===== src/core/pmics_defines.svh =====
// Register map, field layouts, reset values and frame layout of the interrupt bookkeeping block.
// Overview of operation
// - Reset-pin bits stay at default while the reset pin is low.
// - RTC power-on bits are released once the RTC supply is good.
// - Off-state bits return to default on the internal off-entry pulse.
// - Hardwired and sense bits have no reset source.
// - Mode-dependent bits load from mode pins at start, then stay host writable.
// - Live sense bits follow their input continuously, never latched.
// - Latched sense bits capture their input at startup and hold it.
// - Bits without a fixed default may power up at a version-dependent value.
// - Status bits are write-one-to-clear with default 0; bits 0, 1 flag conversions.
// - Flags 3, 6, 12, 16 are reset by the off-state signal.
// - Flags 5 and 7 are reset only by the RTC power-on reset.
// - Flags 19, 20, 21 are reset by the reset pin.
// - Each mask bit matches its flag, same reset source, default 1.
// - Reserved 15, 17, 18, 22, 23 read-only: 0 in status, 1 in mask.
// - Sense gives live levels matching the flags; unused and reserved read 0.
// - Sense bit 7 is charger enable; bits 8, 9 are the fault code.
// - Writing 1 clears a status bit; writing 0 leaves it.
// - Registers are 24 bits wide in a map numbered 0 to 63.
`ifndef PMICS_DEFINES_SVH
`define PMICS_DEFINES_SVH

`define PMICS_REG_W 24
`define PMICS_ADDR_W 6
`define PMICS_OFS_FLAGS 6'h00
`define PMICS_OFS_MASKS 6'h01
`define PMICS_OFS_SENSE 6'h02

`define PMICS_IMPL_BITS 24'h39_7FFF
`define PMICS_PIN_BITS 24'h38_6F17
`define PMICS_OFF_BITS 24'h01_1048
`define PMICS_RTC_BITS 24'h00_00A0
`define PMICS_SENSE_BITS 24'h19_7FF8
`define PMICS_FLAGS_RST 24'h00_0000
`define PMICS_MASKS_RST 24'hFF_FFFF
`define PMICS_ZERO 24'h00_0000

`define PMICS_FRAME_BITS 6'h20
`define PMICS_ADDR_DONE 6'h07
`define PMICS_DATA_START 6'h08
`define PMICS_RW_POS 31

`endif


===== src/core/pmics_pkg.sv =====
// Types shared by the interrupt bookkeeping block.
package pmics_pkg;
  typedef logic [23:0] pmics_word_t;
  typedef logic [5:0] pmics_addr_t;

  typedef struct packed {
    pmics_word_t flags;
    pmics_word_t masks;
    pmics_word_t latched;
    pmics_word_t evt_s0;
    pmics_word_t evt_s1;
    pmics_word_t evt_s2;
    pmics_word_t sns_s0;
    pmics_word_t sns_s1;
    logic [1:0] pin_s;
    logic [1:0] rtc_s;
    logic irq;
  } pmics_state_t;

  typedef struct packed {
    logic [2:0] sclk_s;
    logic [1:0] cs_s;
    logic [1:0] mosi_s;
    logic [5:0] cnt;
    logic [31:0] shift_in;
    pmics_word_t shift_out;
    logic miso;
    logic miso_oe;
    logic wr_p;
    pmics_addr_t addr;
    pmics_word_t wdata;
  } pmics_spi_state_t;
endpackage


===== src/core/pmics_reg_if.sv =====
// Register access channel between the serial port engine and the register file.
`timescale 1ns/1ps
interface pmics_reg_if;
  import pmics_pkg::*;
  logic wr_p;
  pmics_addr_t addr;
  pmics_word_t wdata;
  pmics_word_t rdata;
  modport engine (output wr_p, output addr, output wdata, input rdata);
  modport regs (input wr_p, input addr, input wdata, output rdata);
endinterface


===== src/core/pmics_irq_top.sv =====
// Interrupt group 0 register file: event flags, masks, live levels and the interrupt request.
`timescale 1ns/1ps
module pmics_irq_top #(
  parameter logic [23:0] SENSE_LATCH_BITS = 24'h00_0000,
  parameter logic [23:0] SENSE_POWERUP = 24'h00_0000,
  parameter logic [23:0] MASK_MODE_BITS = 24'h00_0000
) (
  input wire logic mclk,
  input wire logic rst_b,
  input wire logic system_reset_pin_n,
  input wire logic rtc_power_on_reset_n,
  input wire logic off_entry_reset_n,
  input wire logic start_begin_p,
  input wire pmics_pkg::pmics_word_t mode_defaults,
  input wire pmics_pkg::pmics_word_t src_event_lvl,
  input wire pmics_pkg::pmics_word_t src_sense_lvl,
  input wire logic spi_clk,
  input wire logic spi_cs_b,
  input wire logic spi_mosi,
  output logic spi_miso,
  output logic spi_miso_oe,
  output logic irq_req
);
  import pmics_pkg::*;
  `include "pmics_defines.svh"

  pmics_reg_if reg_bus ();

  pmics_state_t cur_reg;
  pmics_state_t cur_next;
  pmics_word_t evt_rise;
  pmics_word_t force_bits;
  pmics_word_t w1c_bits;
  pmics_word_t sense_view;
  logic wr_flags;
  logic wr_masks;

  // Reads return a whole register; unmapped indices of the map read zero.
  function automatic pmics_word_t pmics_read(input pmics_addr_t addr, input pmics_word_t flags,
                                             input pmics_word_t masks, input pmics_word_t sense);
    case (addr)
      `PMICS_OFS_FLAGS: pmics_read = flags & `PMICS_IMPL_BITS;
      `PMICS_OFS_MASKS: pmics_read = masks | ~`PMICS_IMPL_BITS;
      `PMICS_OFS_SENSE: pmics_read = sense;
      default: pmics_read = `PMICS_ZERO;
    endcase
  endfunction

  pmics_spi_port u_port (
    .mclk(mclk),
    .rst_b(rst_b),
    .spi_clk(spi_clk),
    .spi_cs_b(spi_cs_b),
    .spi_mosi(spi_mosi),
    .spi_miso(spi_miso),
    .spi_miso_oe(spi_miso_oe),
    .bus(reg_bus.engine)
  );

  assign wr_flags = reg_bus.wr_p && reg_bus.addr == `PMICS_OFS_FLAGS;
  assign wr_masks = reg_bus.wr_p && reg_bus.addr == `PMICS_OFS_MASKS;
  assign evt_rise = cur_reg.evt_s1 & ~cur_reg.evt_s2 & `PMICS_IMPL_BITS;
  assign w1c_bits = wr_flags ? reg_bus.wdata : `PMICS_ZERO;

  // Each reset source forces only its own bit group; hardwired and sense bits have no source.
  always_comb begin
    force_bits = `PMICS_ZERO;
    if (!cur_reg.pin_s[1]) begin
      force_bits = force_bits | `PMICS_PIN_BITS;
    end
    if (!cur_reg.rtc_s[1]) begin
      force_bits = force_bits | `PMICS_RTC_BITS;
    end
    if (!off_entry_reset_n) begin
      force_bits = force_bits | `PMICS_OFF_BITS;
    end
  end

  // Latched bits hold the startup capture; all other sense bits are live.
  assign sense_view = ((cur_reg.sns_s1 & ~SENSE_LATCH_BITS) | (cur_reg.latched & SENSE_LATCH_BITS))
                      & `PMICS_SENSE_BITS;
  assign reg_bus.rdata = pmics_read(reg_bus.addr, cur_reg.flags, cur_reg.masks, sense_view);

  always_comb begin
    cur_next = cur_reg;
    cur_next.evt_s0 = src_event_lvl;
    cur_next.evt_s1 = cur_reg.evt_s0;
    cur_next.evt_s2 = cur_reg.evt_s1;
    cur_next.sns_s0 = src_sense_lvl;
    cur_next.sns_s1 = cur_reg.sns_s0;
    cur_next.pin_s = {cur_reg.pin_s[0], system_reset_pin_n};
    cur_next.rtc_s = {cur_reg.rtc_s[0], rtc_power_on_reset_n};
    // A new event in the same cycle as its clear wins, so no edge is lost.
    cur_next.flags = ((cur_reg.flags & ~w1c_bits) | evt_rise) & `PMICS_IMPL_BITS;
    if (wr_masks) begin
      cur_next.masks = reg_bus.wdata | ~`PMICS_IMPL_BITS;
    end
    if (start_begin_p) begin
      cur_next.masks = (cur_next.masks & ~MASK_MODE_BITS) | (mode_defaults & MASK_MODE_BITS);
      cur_next.latched = cur_reg.sns_s1 & SENSE_LATCH_BITS;
    end
    cur_next.flags = cur_next.flags & ~force_bits;
    cur_next.masks = cur_next.masks | force_bits;
    cur_next.irq = |(cur_reg.flags & ~cur_reg.masks & `PMICS_IMPL_BITS);
  end

  // Latched sense powers up at a version-dependent value given as a parameter.
  always_ff @(posedge mclk or negedge rst_b) begin
    if (!rst_b) begin
      cur_reg <= '{flags: `PMICS_FLAGS_RST, masks: `PMICS_MASKS_RST, latched: SENSE_POWERUP,
                   evt_s0: `PMICS_ZERO, evt_s1: `PMICS_ZERO, evt_s2: `PMICS_ZERO,
                   sns_s0: `PMICS_ZERO, sns_s1: `PMICS_ZERO, pin_s: 2'b00, rtc_s: 2'b00, irq: 1'b0};
    end else begin
      cur_reg <= cur_next;
    end
  end

  assign irq_req = cur_reg.irq;
endmodule


===== src/core/pmics_spi_port.sv =====
// Serial register port engine: frame decode, register read data and write strobe.
`timescale 1ns/1ps
module pmics_spi_port (
  input wire logic mclk,
  input wire logic rst_b,
  input wire logic spi_clk,
  input wire logic spi_cs_b,
  input wire logic spi_mosi,
  output logic spi_miso,
  output logic spi_miso_oe,
  pmics_reg_if.engine bus
);
  import pmics_pkg::*;
  `include "pmics_defines.svh"

  pmics_spi_state_t cur_reg;
  pmics_spi_state_t cur_next;
  logic sclk_rise;
  logic sclk_fall;

  // Serial clock is oversampled, so it must run at most an eighth of mclk.
  assign sclk_rise = cur_reg.sclk_s[1] & ~cur_reg.sclk_s[2];
  assign sclk_fall = ~cur_reg.sclk_s[1] & cur_reg.sclk_s[2];

  always_comb begin
    cur_next = cur_reg;
    cur_next.sclk_s = {cur_reg.sclk_s[1:0], spi_clk};
    cur_next.cs_s = {cur_reg.cs_s[0], spi_cs_b};
    cur_next.mosi_s = {cur_reg.mosi_s[0], spi_mosi};
    cur_next.wr_p = 1'b0;
    if (cur_reg.cs_s[1]) begin
      cur_next.cnt = 6'h00;
      cur_next.miso = 1'b0;
      cur_next.miso_oe = 1'b0;
    end else begin
      cur_next.miso_oe = 1'b1;
      if (sclk_rise && cur_reg.cnt < `PMICS_FRAME_BITS) begin
        cur_next.shift_in = {cur_reg.shift_in[30:0], cur_reg.mosi_s[1]};
        cur_next.cnt = cur_reg.cnt + 6'h01;
        if (cur_reg.cnt + 6'h01 == `PMICS_ADDR_DONE) begin
          cur_next.addr = {cur_reg.shift_in[4:0], cur_reg.mosi_s[1]};
        end
        // Register index 0 to 63, 24 data bits after rw, index and one idle bit.
        if (cur_reg.cnt + 6'h01 == `PMICS_FRAME_BITS && cur_reg.shift_in[`PMICS_RW_POS - 1]) begin
          cur_next.wr_p = 1'b1;
          cur_next.wdata = {cur_reg.shift_in[22:0], cur_reg.mosi_s[1]};
        end
      end
      if (sclk_fall) begin
        if (cur_reg.cnt == `PMICS_DATA_START) begin
          cur_next.miso = bus.rdata[23];
          cur_next.shift_out = {bus.rdata[22:0], 1'b0};
        end else if (cur_reg.cnt > `PMICS_DATA_START) begin
          cur_next.miso = cur_reg.shift_out[23];
          cur_next.shift_out = {cur_reg.shift_out[22:0], 1'b0};
        end
      end
    end
  end

  always_ff @(posedge mclk or negedge rst_b) begin
    if (!rst_b) begin
      cur_reg <= '{sclk_s: 3'b000, cs_s: 2'b11, mosi_s: 2'b00, cnt: 6'h00, shift_in: 32'h0000_0000,
                   shift_out: 24'h00_0000, miso: 1'b0, miso_oe: 1'b0, wr_p: 1'b0, addr: 6'h00,
                   wdata: 24'h00_0000};
    end else begin
      cur_reg <= cur_next;
    end
  end

  assign spi_miso = cur_reg.miso;
  assign spi_miso_oe = cur_reg.miso_oe;
  assign bus.wr_p = cur_reg.wr_p;
  assign bus.addr = cur_reg.addr;
  assign bus.wdata = cur_reg.wdata;
endmodule


===== config.mk =====
export PLATFORM = sky130hd
export DESIGN_NAME = pmics_irq_top
export DESIGN_NICKNAME = d
export VERILOG_FILES = /design/src/core/pmics_pkg.sv /design/src/core/pmics_reg_if.sv /design/src/core/pmics_irq_top.sv /design/src/core/pmics_spi_port.sv
export VERILOG_INCLUDE_DIRS = /design/src /design/src/core
export SDC_FILE = /design/constraint.sdc
export NUM_CORES = 1
export LEC_CHECK = 0
export BUFFER_PORTS_ARGS = -buffer_cell sky130_fd_sc_hd__buf_2
export CAP_MARGIN = 5
export CORE_ASPECT_RATIO = 0.9
export CORE_MARGIN = 1.5
export CORE_UTILIZATION = 35
export CTS_CLUSTER_DIAMETER = 30
export DETAILED_ROUTE_END_ITERATION = 12
export GPL_TIMING_DRIVEN = 0
export PLACE_DENSITY = 0.5
export SLEW_MARGIN = 30
export SYNTH_ARGS = -nofsm -noshare
export SYNTH_HDL_FRONTEND = slang
export SYNTH_HIERARCHICAL = 1
export SYNTH_SLANG_ARGS = --single-unit
export TNS_END_PERCENT = 50

===== constraint.sdc =====
create_clock -name mclk -period 6.38 [get_ports mclk]
set_input_delay 0.638 -clock mclk [delete_from_list [all_inputs] [get_ports mclk]]
set_output_delay 0.638 -clock mclk [all_outputs]
set_load 0.02 [all_outputs]

=== After elaboration in Yosys (flattened, before gate mapping) ===
Index checks and enable logic that the tools add are counted.

* Reductions and logical operators: 15
* $lt $le $gt $ge: 2
* Eq/ne operators: 5
* Bitwise operators: 15
* $add $sub $neg: 1
* Muxes and demuxes: 17

{| class="wikitable"
|+ Operators by type and width
! kind !! count
|-
| 22-bit AND || 4
|-
| 22-bit NOT || 4
|-
| 24-bit one-hot mux with 3 select lines || 1
|-
| 31-bit two-way mux || 2
|-
| 25-bit two-way mux || 2
|-
| 24-bit two-way mux || 2
|-
| 22-bit two-way mux || 2
|-
| 38-bit two-way mux || 1
|-
| 24-bit by 22-bit bitwise OR with 24-bit output || 1
|-
| 22-bit bitwise OR || 1
|-
| 19-bit OR reduction || 1
|-
| 17-bit two-way mux || 1
|-
| 6-bit two-way mux || 2
|-
| 3-bit AND reduction || 3
|-
| 8-bit two-way mux || 1
|-
| 6-bit by 1-bit adder with 6-bit output (second input constant) || 1
|-
| 6-bit by 1-bit equality test with 1-bit output (second input constant) || 1
|-
| 6-bit by 2-bit equality test with 1-bit output (second input constant) || 1
|-
| 6-bit by 3-bit equality test with 1-bit output (second input constant) || 1
|-
| 6-bit by 4-bit equality test with 1-bit output (second input constant) || 1
|-
| 6-bit equality test (second input constant) || 1
|-
| 6-bit by 4-bit > comparator with 1-bit output (second input constant) || 1
|-
| 6-bit logical NOT || 1
|-
| 6-bit < comparator (second input constant) || 1
|-
| other kinds (8) || 18
|}

* Bits in registers: 261
* Input bits: 81
* Logic and storage cells: 76
* Output and inout port bits: 3

=== Longest topological paths before layout ===
* Depth in word-level cells: 7
* Mapped depth: 9
* Depth with buffers taken out: 6

=== By module ===
The synthesis kept the hierarchy.

{| class="wikitable"
|+ Modules (own cells, without submodules)
! module !! sequential area each (um^2) !! cells an instance !! area an instance (um^2) !! instances
|-
| pmics_irq_top || 3276.9 || 378 || 4633.2 || 1
|-
| pmics_spi_port || 2504.9 || 316 || 4241.6 || 1
|}

=== Worst setup path before layout ===
No wires, ideal clock.

* Path kind: register -> register
* Start point: reg u_port.cur_reg (netlist bit u_port/bus.addr[5])
* End point: reg cur_reg[181] (netlist bit)
* Cell stages (with the launch flop): 9
* Slack: 4.221 ns
* Data required time: 6.257 ns
* Data arrival time: 2.036 ns
* Setup time: 0.123 ns
* Path buffers: 4
* Period minus slack after synthesis: 2.159 ns
* Cells stage by stage: dfrtp_1 buf_4 or4_4 buf_6 or2_1 buf_6 nor3b_4 buf_6 a21oi_1

{| class="wikitable"
|+ RTL lines
! item !! RTL line !! RTL
|-
| start: declaration || pmics_spi_port.sv:16 || <nowiki>pmics_spi_state_t cur_reg;</nowiki>
|-
| start signal: assignment || pmics_spi_port.sv:63 || <nowiki>cur_reg <= '{sclk_s: 3'b000, cs_s: 2'b11, mosi_s: 2'b00, cnt: 6'h00, shift_in: 32'h0000_0000,</nowiki>
|-
| start signal: assignment || pmics_spi_port.sv:67 || <nowiki>cur_reg <= cur_next;</nowiki>
|-
| end signal: assignment || pmics_irq_top.sv:110 || <nowiki>cur_reg <= '{flags: `PMICS_FLAGS_RST, masks: `PMICS_MASKS_RST, latched: SENSE_POWERUP,</nowiki>
|-
| end signal: assignment || pmics_irq_top.sv:114 || <nowiki>cur_reg <= cur_next;</nowiki>
|-
| end: declaration || pmics_irq_top.sv:29 || <nowiki>pmics_state_t cur_reg;</nowiki>
|}

==> results by group <==
Setup path
  – R2r endpoint: cur_reg[189]
  – Worst path required time: 6780 ps
  – Worst reg-to-reg path cell count: 8
  – Setup CP Type: reg -> reg
  – R2R setup slack: 3860 ps
  – Critical Path Sink Type: register
  – Worst Path Max Fanout: 10
  – CP arrival: 2910 ps
  – Worst r2r src: u_port/bus.addr[5]
  – Critical Path Start Type: register

Placed design
  – Cells after DPL: 1033
  – Post-Place Cell Area: 0.00933 mm2
  – # port buffers: 44
  – Gpl congestion: 0.795
  – Hpwl dp: 11700 um

Drt
  – # DRC: 0
  – Drt initial violations: 268
  – DRT Wirelength: 17400 um
  – Wire length per cell: 15.5 um
  – DR vias/cell: 4.63
  – Routed Antenna Nets: 0
  – DR pass1 iterations: 4
  – Vias: 5190

Floorplan
  – Area of the core: 0.0243 mm2
  – DIE WIDTH: 169 um
  – Die Ht: 152 um
  – Initial Utilization: 35.7%
  – Rows: 54
  – I/O Pins: 84
  – DIE AREA: 0.0257 mm2

Timing
  – Tmin final: 2520 ps
  – Fmax: 397 MHz
  – Worst-margin pin slew: 778 ps
  – Final hold vios: 0
  – Worst slew margin: 48.1%
  – TNS Setup: 0 ps
  – Clock skew: 12.1 ps
  – Final-report max-slew violation count: 0
  – Final Cycle Share: 39.4%
  – Unrepaired setup endpoints after global routing: false
  – Final Setup Violations: 0

Clock network
  – H-Tree Level Count: 2
  – CTS tree: done
  – Clk Latency, worst-skew pair: 530 ps
  – CTS max path bufs: 3
  – Number of buffers created by CTS: 48
  – Root Driver: clkbuf_16
  – CTS hold repair buffers: 0
  – Reg clk slew, reported paths: 40 ps
  – Post-CTS sizing: 0
  – Post-CTS setup buffers: 0
  – Clock sink count: 225

Synthesis
  – Synth warn: 6
  – Mapped Nets: 763
  – Avg Cell Area, Syn: 12.7 um2
  – Cell Area, Synth: 0.00866 mm2
  – Post-Syn Instances: 679

Global route
  – First-pass GRT wire length: 29000 um
  – Total GRT Usage: 14.2%
  – Largest net degree at the start of global routing: 84
  – Antenna violations before repair: 0
  – Via count of the first global-routing pass: 5508
  – Grt total ovfl: 0

Layout
  – Proportion of layout cells with a drive suffix above 1: 31.0%
  – Final instance area: 0.0109 mm2
  – Final net count: 859
  – Largest register FFs: 74
  – Ant diodes: 0
  – Final Non-Filler Cells: 1121
  – Area Overhead vs Synth: 26.1%

Hold path
  – Hold Path Class: in -> async

Power and ir drop
  – Pwr/cell area: 368 mW/mm2
  – LEAKAGE: 5.29 nW
  – Max rail drop VDD: 0.000176 V

Status
  – Status: complete, no violations

Job
  – Maxcap violations: 0
[area by class of cell]
type | instances | area [um2]
Buffer | 55 | 349
Clock buffer | 61 | 1330
Clock inverter | 27 | 253
Fill cell | 2217 | 13300
Inverter | 15 | 56.3
Multi-Input combinational cell | 384 | 2600
Sequential cell | 225 | 5660
Tap cell | 308 | 385
Timing Repair Buffer | 46 | 285
[per-layer routing]
layer | share of wire [%] | up-vias | GRT usage (%)
met5 | 0 | - | 0
met3 | 4.7 | 25 | 3.61
li1 | - | 2497 | -
met4 | 1.6 | 0 | 5.02
met1 | 49 | 2572 | 20.4
met2 | 44 | 96 | 20.6
[power by group]
group / internal, W / switching [W]
registers: 0.00150 / 0.0000424
clock network: 0.00159 / 0.000757
logic: 0.0000581 / 0.0000780
total: 0.00314 / 0.000877
[layout by cell type, fill, tap and decap left out, drive strengths merged]
master and instances:
clkbuf 75, nand4 2, nor4b 2, mux2 57, a222oi 1, a21oi 57, o2111ai 2, a311oi 1
o22ai 2, or3 1, ha 3, nor4 3, or2 1, nand2b 6, nand2 38, xnor2 2
dfstp 21, nor3 2, clkinvlp 2, nand3 17, dfrtp 204, clkinv 20, bufinv 3, o211ai 5
a2111oi 2, inv 17, a31oi 1, o21ai 19, buf 87, nor2 66, a211oi 2, nor3b 3
or4 1, and4 1, xor2 4, mux2i 42, nor2b 41
[metrics by stage]
stage / hold slack, ps / setup WS (ps) / total power [W] / util (%)
floorplan: 331 / 4220 / 0.00162 / -
detailed placement: 335 / 3880 / 0.00170 / 38.5
CTS: 93.5 / 3870 / 0.00409 / 45.0
global route: 112 / 3800 / 0.00420 / 45.0
global placement: 333 / 871 / 0.00169 / 38.2
finish: 81.0 / 3860 / 0.00402 / 45.0
[how the worst max path moves through the flow]
stage / cells after the start / slack (ps) / startpoint / to
2_1_floorplan: 8 / 4220 / u_port/bus.addr[5] / cur_reg[181]
6_report: 8 / 3860 / u_port/bus.addr[5] / cur_reg[189]
3_3_place_gp: 1 / 870 / rst_b / cur_next[90]
3_5_place_dp: 8 / 3880 / u_port/bus.addr[5] / cur_reg[192]
4_1_cts: 8 / 3870 / u_port/bus.addr[5] / cur_reg[182]
5_1_grt: 8 / 3800 / u_port/bus.addr[5] / cur_reg[186]
[critical path, stage by stage, from the launching register on]
cell	delay [ps]
dfrtp_1	370
buf_4	130
or4_4	520
buf_6	160
or2_1	220
buf_6	130
nor3b_4	540
buf_6	230
a21oi_1	70
No activity file was read; power rests on OpenSTA's default activity.
